File: src/hw/iae_pkg.sv
// constants, types and codes for the inadvertent energizing protection stage
// How it works
// - eight setting groups, one common selector
// - instant and time-delayed variants
// - start, trip, blocked outputs with on/off events
// - instant: start and trip share stamp
// - event stamps count whole milliseconds
// - resettable counter per output
// - mode codes 1..5, default on
// - force setting imposes status when enabled, in all modes except off
// - undervoltage limit 0.01 percent, default 50.00
// - activation delay before start, default 5 s
// - release delay before start clears, 0.25 s
// - trip when all currents exceed limit
// - trip also during running release delay
// - start output only when not blocked, unless forced
// - readable condition code 0..3
// - readable expected operating time
// - readable signed remaining activation time to start
// - readable voltage to setting ratio
// - readable minimum current to setting ratio
// - readable effective mode, same codes
// - blocked pick-up drives blocked output only
package iae_pkg;

  // ----------------------------------------
  // timing
  // ----------------------------------------
  localparam int unsigned CLK_HZ = 250_000_000;
  localparam int unsigned STAMP_MS = 1;
  localparam int unsigned MS_CYCLES = CLK_HZ / 1000 * STAMP_MS;
  localparam int unsigned STEP_MS = 5;
  localparam int unsigned ACT_DELAY_MS = 5000;
  localparam int unsigned REL_DELAY_MS = 250;

  // ----------------------------------------
  // settings widths and reset values
  // ----------------------------------------
  localparam int unsigned NUM_GROUPS = 8;
  localparam int unsigned DLY_W = 19;
  localparam logic [13:0] ULIM_RST = 14'h1388;
  localparam logic [DLY_W-1:0] ACT_RST = DLY_W'(ACT_DELAY_MS / STEP_MS);
  localparam logic [DLY_W-1:0] REL_RST = DLY_W'(REL_DELAY_MS / STEP_MS);
  localparam logic [5:0] ILIM_RST = 6'h01;
  localparam logic [16:0] RATIO_MAX = 17'h1e848;

  // ----------------------------------------
  // mode, force and condition codes
  // ----------------------------------------
  localparam logic [2:0] MODE_ON = 3'h1;
  localparam logic [2:0] MODE_BLOCKED = 3'h2;
  localparam logic [2:0] MODE_TEST = 3'h3;
  localparam logic [2:0] MODE_TEST_BLOCKED = 3'h4;
  localparam logic [2:0] MODE_OFF = 3'h5;
  localparam logic [1:0] COND_NORMAL = 2'h0;
  localparam logic [1:0] COND_START = 2'h1;
  localparam logic [1:0] COND_TRIP = 2'h2;
  localparam logic [1:0] COND_BLOCKED = 2'h3;

  // ----------------------------------------
  // register byte offsets
  // ----------------------------------------
  localparam logic [7:0] REG_MODE = 8'h00;
  localparam logic [7:0] REG_FORCE = 8'h04;
  localparam logic [7:0] REG_CNT_CLR = 8'h08;
  localparam logic [7:0] REG_VARIANT = 8'h0c;
  localparam logic [7:0] REG_COND = 8'h10;
  localparam logic [7:0] REG_BEHAV = 8'h14;
  localparam logic [7:0] REG_EXP_TIME = 8'h18;
  localparam logic [7:0] REG_REMAIN = 8'h1c;
  localparam logic [7:0] REG_V_RATIO = 8'h20;
  localparam logic [7:0] REG_I_RATIO = 8'h24;
  localparam logic [7:0] REG_CNT_START = 8'h28;
  localparam logic [7:0] REG_CNT_TRIP = 8'h2c;
  localparam logic [7:0] REG_CNT_BLK = 8'h30;
  localparam logic [7:0] REG_GROUP_BASE = 8'h80;
  localparam int unsigned FORCE_EN_BIT = 4;

  // ----------------------------------------
  // carriers and pick-up states
  // ----------------------------------------
  typedef struct packed {
    logic [15:0] phase_a_current_rms;
    logic [15:0] phase_b_current_rms;
    logic [15:0] phase_c_current_rms;
    logic [15:0] pos_seq_voltage;
  } meas_t;

  typedef struct packed {
    logic [2:0] changed;
    logic [2:0] level;
    logic [31:0] stamp;
  } event_t;

  typedef enum logic [3:0] {
    ST_IDLE = 4'b0001,
    ST_ARMING = 4'b0010,
    ST_STARTED = 4'b0100,
    ST_RELEASING = 4'b1000
  } pick_state_t;

endpackage

File: src/hw/inadvertent_energizing_protection.sv
// inadvertent energizing protection stage with register port and event output
`timescale 1ns/100ps
`default_nettype none

module inadvertent_energizing_protection #(
  parameter int unsigned MS_TICK = iae_pkg::MS_CYCLES
) (
  input wire logic i_clk,
  input wire logic i_sys_rst,
  input wire logic i_meas_valid,
  input wire iae_pkg::meas_t i_meas,
  input wire logic i_block,
  input wire logic [2:0] i_group_sel,
  input wire logic [7:0] i_addr,
  input wire logic [31:0] i_wdata,
  input wire logic i_wr,
  input wire logic i_rd,
  output logic [31:0] o_rdata,
  output logic o_start,
  output logic o_trip,
  output logic o_blocked,
  output iae_pkg::event_t o_event
);
  import iae_pkg::*;

  // ----------------------------------------
  // declarations
  // ----------------------------------------
  logic [13:0] ulim_q [NUM_GROUPS];
  logic [DLY_W-1:0] act_q [NUM_GROUPS];
  logic [5:0] ilim_q [NUM_GROUPS];
  logic [DLY_W-1:0] rel_q [NUM_GROUPS];
  logic [2:0] mode_q;
  logic force_en_q;
  logic [1:0] force_code_q;
  logic instant_q;
  logic [2:0] clr_d;
  pick_state_t st_q, st_d;
  logic [DLY_W-1:0] cnt_q, cnt_d;
  logic start_q, trip_q, blocked_q;
  logic start_d, trip_d, blocked_d;
  logic [31:0] ts_q;
  logic [17:0] div_q;
  logic ms_tick;
  logic [15:0] cnt_start_q, cnt_trip_q, cnt_blk_q;
  logic [16:0] v_ratio_q, i_ratio_q;
  logic [13:0] ulim;
  logic [DLY_W-1:0] act_del, rel_del;
  logic [5:0] ilim;
  logic uv, ovc, blk, active, pickup;
  logic [15:0] min_i;
  logic [19:0] remain;
  logic [2:0] grp;
  logic [1:0] fld;

  // ----------------------------------------
  // helpers
  // ----------------------------------------
  function automatic logic above_limit(input logic [15:0] cur, input logic [5:0] lim);
    above_limit = {2'h0, cur} > ({12'h0, lim} * 18'h5);
  endfunction

  function automatic logic [16:0] ratio(input logic [31:0] num, input logic [15:0] den);
    logic [31:0] q;
    q = 32'h0;
    if (den == 16'h0) begin
      ratio = RATIO_MAX;
    end else begin
      q = num / {16'h0, den};
      ratio = (q > {15'h0, RATIO_MAX}) ? RATIO_MAX : q[16:0];
    end
  endfunction

  // ----------------------------------------
  // active setting group and comparisons
  // ----------------------------------------
  assign ulim = ulim_q[i_group_sel];
  assign act_del = instant_q ? '0 : act_q[i_group_sel];
  assign ilim = ilim_q[i_group_sel];
  assign rel_del = rel_q[i_group_sel];
  assign uv = {2'h0, ulim} > i_meas.pos_seq_voltage;
  assign ovc = above_limit(i_meas.phase_a_current_rms, ilim) &&
               above_limit(i_meas.phase_b_current_rms, ilim) &&
               above_limit(i_meas.phase_c_current_rms, ilim);
  assign blk = i_block || mode_q == MODE_BLOCKED || mode_q == MODE_TEST_BLOCKED;
  assign active = mode_q != MODE_OFF;
  assign pickup = st_d == ST_STARTED || st_d == ST_RELEASING;

  always_comb begin
    min_i = i_meas.phase_a_current_rms;
    if (i_meas.phase_b_current_rms < min_i) begin
      min_i = i_meas.phase_b_current_rms;
    end
    if (i_meas.phase_c_current_rms < min_i) begin
      min_i = i_meas.phase_c_current_rms;
    end
  end

  // ----------------------------------------
  // pick-up state machine, one step per update
  // ----------------------------------------
  always_comb begin
    st_d = st_q;
    cnt_d = cnt_q;
    case (st_q)
      ST_IDLE: begin
        if (uv) begin
          cnt_d = DLY_W'(1);
          st_d = (act_del <= DLY_W'(1)) ? ST_STARTED : ST_ARMING;
        end
      end
      ST_ARMING: begin
        if (!uv) begin
          cnt_d = '0;
          st_d = ST_IDLE;
        end else begin
          cnt_d = cnt_q + DLY_W'(1);
          if (cnt_d >= act_del) begin
            st_d = ST_STARTED;
          end
        end
      end
      ST_STARTED: begin
        cnt_d = '0;
        if (!uv) begin
          cnt_d = DLY_W'(1);
          st_d = (rel_del <= DLY_W'(1)) ? ST_IDLE : ST_RELEASING;
        end
      end
      ST_RELEASING: begin
        if (uv) begin
          cnt_d = '0;
          st_d = ST_STARTED;
        end else begin
          cnt_d = cnt_q + DLY_W'(1);
          if (cnt_d >= rel_del) begin
            cnt_d = '0;
            st_d = ST_IDLE;
          end
        end
      end
      default: begin
        cnt_d = '0;
        st_d = ST_IDLE;
      end
    endcase
    if (!active) begin
      cnt_d = '0;
      st_d = ST_IDLE;
    end
  end

  always_ff @(posedge i_clk) begin
    if (i_sys_rst) begin
      st_q <= ST_IDLE;
      cnt_q <= '0;
    end else if (i_meas_valid) begin
      st_q <= st_d;
      cnt_q <= cnt_d;
    end
  end

  // ----------------------------------------
  // outputs with blocking and forcing
  // ----------------------------------------
  always_comb begin
    start_d = pickup && !blk && active;
    trip_d = start_d && ovc;
    blocked_d = pickup && blk && active;
    if (force_en_q && active) begin
      start_d = force_code_q == COND_START || force_code_q == COND_TRIP;
      trip_d = force_code_q == COND_TRIP;
      blocked_d = force_code_q == COND_BLOCKED;
    end
  end

  always_ff @(posedge i_clk) begin
    if (i_sys_rst) begin
      start_q <= 1'b0;
      trip_q <= 1'b0;
      blocked_q <= 1'b0;
      v_ratio_q <= '0;
      i_ratio_q <= '0;
    end else if (i_meas_valid) begin
      start_q <= start_d;
      trip_q <= trip_d;
      blocked_q <= blocked_d;
      v_ratio_q <= ratio({16'h0, i_meas.pos_seq_voltage} * 32'h64, {2'h0, ulim});
      i_ratio_q <= ratio({16'h0, min_i} * 32'h14, {10'h0, ilim});
    end
  end

  assign o_start = start_q;
  assign o_trip = trip_q;
  assign o_blocked = blocked_q;

  // ----------------------------------------
  // millisecond time stamp
  // ----------------------------------------
  assign ms_tick = div_q == 18'(MS_TICK - 1);

  always_ff @(posedge i_clk) begin
    if (i_sys_rst) begin
      div_q <= '0;
      ts_q <= '0;
    end else if (ms_tick) begin
      div_q <= '0;
      ts_q <= ts_q + 32'h1;
    end else begin
      div_q <= div_q + 18'h1;
    end
  end

  // ----------------------------------------
  // events, one stamp shared by all changes
  // ----------------------------------------
  always_ff @(posedge i_clk) begin
    if (i_sys_rst) begin
      o_event <= '0;
    end else begin
      o_event.changed <= '0;
      if (i_meas_valid) begin
        o_event.changed <= {blocked_d != blocked_q, trip_d != trip_q, start_d != start_q};
        o_event.level <= {blocked_d, trip_d, start_d};
        o_event.stamp <= ts_q;
      end
    end
  end

  // ----------------------------------------
  // cumulative counters, count and clear in one cycle leave 1
  // ----------------------------------------
  always_ff @(posedge i_clk) begin
    if (i_sys_rst) begin
      cnt_start_q <= '0;
      cnt_trip_q <= '0;
      cnt_blk_q <= '0;
    end else begin
      if (i_meas_valid && start_d && !start_q) begin
        cnt_start_q <= clr_d[0] ? 16'h1 : cnt_start_q + 16'h1;
      end else if (clr_d[0]) begin
        cnt_start_q <= '0;
      end
      if (i_meas_valid && trip_d && !trip_q) begin
        cnt_trip_q <= clr_d[1] ? 16'h1 : cnt_trip_q + 16'h1;
      end else if (clr_d[1]) begin
        cnt_trip_q <= '0;
      end
      if (i_meas_valid && blocked_d && !blocked_q) begin
        cnt_blk_q <= clr_d[2] ? 16'h1 : cnt_blk_q + 16'h1;
      end else if (clr_d[2]) begin
        cnt_blk_q <= '0;
      end
    end
  end

  // ----------------------------------------
  // register writes
  // ----------------------------------------
  assign grp = i_addr[6:4];
  assign fld = i_addr[3:2];
  assign clr_d = (i_wr && i_addr == REG_CNT_CLR) ? i_wdata[2:0] : 3'h0;

  always_ff @(posedge i_clk) begin
    if (i_sys_rst) begin
      mode_q <= MODE_ON;
      force_en_q <= 1'b0;
      force_code_q <= COND_NORMAL;
      instant_q <= 1'b0;
    end else if (i_wr) begin
      if (i_addr == REG_MODE) begin
        if (i_wdata[2:0] >= MODE_ON && i_wdata[2:0] <= MODE_OFF) begin
          mode_q <= i_wdata[2:0];
        end
      end else if (i_addr == REG_FORCE) begin
        force_en_q <= i_wdata[FORCE_EN_BIT];
        force_code_q <= i_wdata[1:0];
      end else if (i_addr == REG_VARIANT) begin
        instant_q <= i_wdata[0];
      end
    end
  end

  always_ff @(posedge i_clk) begin
    if (i_sys_rst) begin
      for (int g = 0; g < NUM_GROUPS; g++) begin
        ulim_q[g] <= ULIM_RST;
        act_q[g] <= ACT_RST;
        ilim_q[g] <= ILIM_RST;
        rel_q[g] <= REL_RST;
      end
    end else if (i_wr && i_addr >= REG_GROUP_BASE) begin
      if (fld == 2'h0) begin
        ulim_q[grp] <= i_wdata[13:0];
      end else if (fld == 2'h1) begin
        act_q[grp] <= i_wdata[DLY_W-1:0];
      end else if (fld == 2'h2) begin
        ilim_q[grp] <= i_wdata[5:0];
      end else begin
        rel_q[grp] <= i_wdata[DLY_W-1:0];
      end
    end
  end

  // ----------------------------------------
  // register reads, one cycle latency
  // ----------------------------------------
  assign remain = (st_q == ST_ARMING) ? 20'({1'b0, act_del} - {1'b0, cnt_q}) : 20'h0;

  always_ff @(posedge i_clk) begin
    if (i_sys_rst) begin
      o_rdata <= '0;
    end else if (i_rd) begin
      if (i_addr == REG_MODE) begin
        o_rdata <= {29'h0, mode_q};
      end else if (i_addr == REG_FORCE) begin
        o_rdata <= {27'h0, force_en_q, 2'h0, force_code_q};
      end else if (i_addr == REG_VARIANT) begin
        o_rdata <= {31'h0, instant_q};
      end else if (i_addr == REG_COND) begin
        o_rdata <= {30'h0, trip_q ? COND_TRIP : blocked_q ? COND_BLOCKED :
                    start_q ? COND_START : COND_NORMAL};
      end else if (i_addr == REG_BEHAV) begin
        o_rdata <= {29'h0, mode_q};
      end else if (i_addr == REG_EXP_TIME) begin
        o_rdata <= {13'h0, act_del};
      end else if (i_addr == REG_REMAIN) begin
        o_rdata <= {{12{remain[19]}}, remain};
      end else if (i_addr == REG_V_RATIO) begin
        o_rdata <= {15'h0, v_ratio_q};
      end else if (i_addr == REG_I_RATIO) begin
        o_rdata <= {15'h0, i_ratio_q};
      end else if (i_addr == REG_CNT_START) begin
        o_rdata <= {16'h0, cnt_start_q};
      end else if (i_addr == REG_CNT_TRIP) begin
        o_rdata <= {16'h0, cnt_trip_q};
      end else if (i_addr == REG_CNT_BLK) begin
        o_rdata <= {16'h0, cnt_blk_q};
      end else if (i_addr >= REG_GROUP_BASE) begin
        if (fld == 2'h0) begin
          o_rdata <= {18'h0, ulim_q[grp]};
        end else if (fld == 2'h1) begin
          o_rdata <= {13'h0, act_q[grp]};
        end else if (fld == 2'h2) begin
          o_rdata <= {26'h0, ilim_q[grp]};
        end else begin
          o_rdata <= {13'h0, rel_q[grp]};
        end
      end else begin
        o_rdata <= '0;
      end
    end else begin
      o_rdata <= '0;
    end
  end
endmodule

`default_nettype wire

File: config.mk
export PLATFORM = sky130hd
export DESIGN_NAME = inadvertent_energizing_protection
export DESIGN_NICKNAME = d
export VERILOG_FILES = /design/src/hw/iae_pkg.sv /design/src/hw/inadvertent_energizing_protection.sv
export SDC_FILE = /design/constraint.sdc
export NUM_CORES = 2
export LEC_CHECK = 0
export ABC_AREA = 1
export BUFFER_PORTS_ARGS = -buffer_cell sky130_fd_sc_hd__buf_2
export CAP_MARGIN = 20
export CELL_PAD_IN_SITES_DETAIL_PLACEMENT = 1
export CELL_PAD_IN_SITES_GLOBAL_PLACEMENT = 2
export CORE_MARGIN = 2
export CORE_UTILIZATION = 37
export DETAILED_ROUTE_END_ITERATION = 10
export PLACE_DENSITY = 0.93
export SLEW_MARGIN = 15
export SYNTH_ARGS = -nofsm -noshare
export SYNTH_HDL_FRONTEND = slang
export SYNTH_SLANG_ARGS = --single-unit
export TNS_END_PERCENT = 1
File: constraint.sdc
create_clock -name i_clk -period 98.9 [get_ports i_clk]
set_clock_uncertainty 0.05 [all_clocks]
set_input_delay 4.945 -clock i_clk [delete_from_list [all_inputs] [get_ports i_clk]]
set_output_delay 4.945 -clock i_clk [all_outputs]
set_load 0.03 [all_outputs]
==> results.cfg <==
[critical_path]
critPathKind = primary input to register
crit_fanout = 27
cp.arrival_ns = 89.82
slowest_delay_ns = 0.42
startpoint_type = primary input
crit_path_top_delay_cell = fa_1
critical_path.most_common_cell = nand2_1
worst-endpoint-required_ns = 99.40
cp-end-kind = register

[worst_hold_path]
hp-class = register to register

[global_routing]
antenna_found_initial = 9
met1_usage_pct = 35.1
grt_pass1_wl_mm = 522
met3_usage_pct = 2.73
grt_max_degree = 103
grt_overflow = 0
grt_pass1_vias = 93000
grt_busiest_layer = met2
grt_util_met2_pct = 45.2
track_usage_pct = 26.5

[synthesis]
synth-seq-cells = 684
synthFlopType = edfxtp_1
netlist_instances = 13800
syn-cell-area_um2 = 88800
synth_edf_count = 464
synth_top_area_cell = edfxtp_1
synthDistinctLibCells = 94
ys_seq_area_share_pct = 20.6
synthTopCellsByArea = edfxtp_1, nand2_1, ha_1
async_reset_ff_share_pct = 0
ys_warn_count = 0
syn_area_per_cell_um2 = 6.46
synth_top_area_share_pct = 15.7

[cts]
postCtsHoldBufs = 0
insertion_delay_ns = 0.69
numCtsBuffers = 76
tritoncts = done
cts-root-buf = clkbuf_16
cts_num_sinks = 684
cts_buffer_depth = 3
clk_pin_slew_ns = 0.06
htreeDepth = 3

[route]
drc = 0
vias_per_cell = 5.48
drt_iter0_drc = 6114
vias = 93500
drt_first_pass_iters = 6
drt_wl_total_mm = 335
ant_nets = 0
wl_per_cell_um = 19.7

[outcome]
outcome = finished, final reports clean

[flow_run]
maxCapViolCount = 0

[layout]
area_growth_pct = 8.20
final_util_pct = 40.3
drive_above_1_share_pct = 9.94
fin_nets = 14700
postLayoutCellArea_um2 = 96100

[placed_design]
place_hpwl_mm = 257
place.gp.congestion = 0.908
port_buffers = 172
dpl_cell_area_um2 = 92600

[sta]
fmax_ghz = 0.0112
setup_viol = 0
min_period_ns = 89.32
hold_viol_final = 0
relSlewSlack_pct = 19.4
min_period_over_period_pct = 90.3
tns_ns = 0
whs_ns = 0.405
tightest_slew_ns = 1.21
slew_viol_final = 0

[floorplanning]
die_x_um = 494
die-area_um2 = 244000
die_h_um = 494
io_pins = 186
start_util_pct = 37.3
core_um2 = 238000
num_rows = 179
placed cells by master, fill, tap and decap left out, types with 77 or more instances in the layout:
master | synthesis | layout
nand3_2 | 138 | 144
o21ai_0 | 1003 | 991
nand4_1 | 312 | 312
o22ai_1 | 111 | 111
nand3_1 | 844 | 837
buf_4 | 21 | 183
nor2_1 | 1648 | 1626
xnor2_1 | 156 | 155
nand3b_1 | 80 | 80
a21oi_1 | 792 | 762
edfxtp_1 | 464 | 464
ha_1 | 755 | 755
inv_2 | 66 | 83
nor2_2 | 72 | 85
dfxtp_1 | 220 | 220
inv_1 | 1895 | 1873
nand2_4 | 73 | 77
nand2_1 | 3026 | 3015
xor2_1 | 350 | 350
buf_2 | 14 | 172
nand2_2 | 163 | 170
nor3_1 | 202 | 198
cell usage after synthesis (25+ instances only):
cell type	number
a21o_1	50
nand3_1	844
nand3_2	138
a22oi_1	25
nand2_1	3026
nand4_1	312
a31oi_1	27
xnor2_1	156
o211ai_1	67
clkinv_1	55
nand3_4	34
o21ai_1	55
o21ai_0	1003
o2111ai_1	39
nor4_1	44
o21bai_1	64
o22ai_1	111
inv_1	1895
a221oi_1	52
a21oi_1	792
nand3b_1	80
ha_1	755
o31ai_1	36
nand2_4	73
dfxtp_1	220
clkbuf_1	279
nor2_1	1648
nor2_2	72
xor2_1	350
buf_6	27
a211oi_1	28
edfxtp_1	464
nand2_2	163
o221ai_1	28
nor2_4	58
o21ai_2	32
or2_2	60
inv_2	66
nor3_1	202
sequential cells by signal, summed over array words and instances (netlist names), 17 cells and up:
register / cells
o_event: 37
rel_q: 152
ts_q: 32
ilim_q: 48
cnt_q: 19
o_rdata: 20
ulim_q: 112
v_ratio_q: 17
act_q: 152
i_ratio_q: 17
div_q: 18
area by class of cell:
type | instances | area [µm²]
timing repair inverter | 5 | 25.0
timing repair buffer | 372 | 2520
antenna | 4 | 10.0
clock buffer | 98 | 2040
inverter | 2045 | 7880
clock inverter | 43 | 450
multi-input combinational | 10600 | 60900
sequential | 684 | 18300
fill | 31600 | 142000
tap | 3167 | 3960
what timing repair did:
| action | 4_1_cts | 5_1_grt |
|---|---|---|
| gates cloned | 1 | 6 |
| buffers inserted | 0 | 57 |
| gates resized for setup | 4 | 114 |
| setup endpoints to repair | 16 | 17 |
| pin swaps | 0 | 12 |
metal layers:
layer	part of all wire [%]	routed length, µm
met1	45	150000
met3	5.5	18500
met4	3.5	11800
met2	46	155000
met5	0.011	36
cell families (layout without fill, tap and decap cells):
family                     count (synthesis)  in the layout  synth area share (%)
AOI/OAI and AO/OA                       2517           2517                  16.3
DFF                                      684            684                  20.6
xor gates and xnor gates                 506            506                  4.99
and+or+nand+nor                         6829           6829                  35.7
buffers and inverters                   2445           2563                  11.4
other                                      1             19               0.00422
muxes                                      5              5                0.0577
adders and majority gates                771            771                  11.0
per-stage QoR:
stage | worst slack [ns] | instances
CTS | 0.0243 | 17000
global route | -0.488 | 17100
global placement | 1.18 | 16800
floorplan | 8.97 | 13800
finish | 9.58 | 17100
detailed placement | -1.14 | 16800
worst paths after layout:
kind	startpoint	to	slack [ns]	depth (start not counted)
hold / removal	cnt_trip_q[14]$_SDFFE_PP0P_	cnt_trip_q[14]$_SDFFE_PP0P_	0.41	1
hold reg to reg	cnt_trip_q[14]$_SDFFE_PP0P_	cnt_trip_q[14]$_SDFFE_PP0P_	0.41	1
setup / recovery	i_meas[1]	v_ratio_q[11]$_SDFFE_PP0P_	9.58	589
setup reg to reg	ulim_q[7][12]$_SDFFCE_PN1P_	v_ratio_q[11]$_SDFFE_PP0P_	14.86	576
critical path: cells and delay by family:
family                     cells  cell delay (ns)
AOI/OAI and AO/OA            213            35.57
and+or+nand+nor              225            25.95
buffers and inverters        114            11.87
adders and majority gates     35            10.87
xor gates and xnor gates       2             0.40
Power is not shown: default switching activity piles up to over one toggle a cycle in this logic, so the estimate is an artifact.
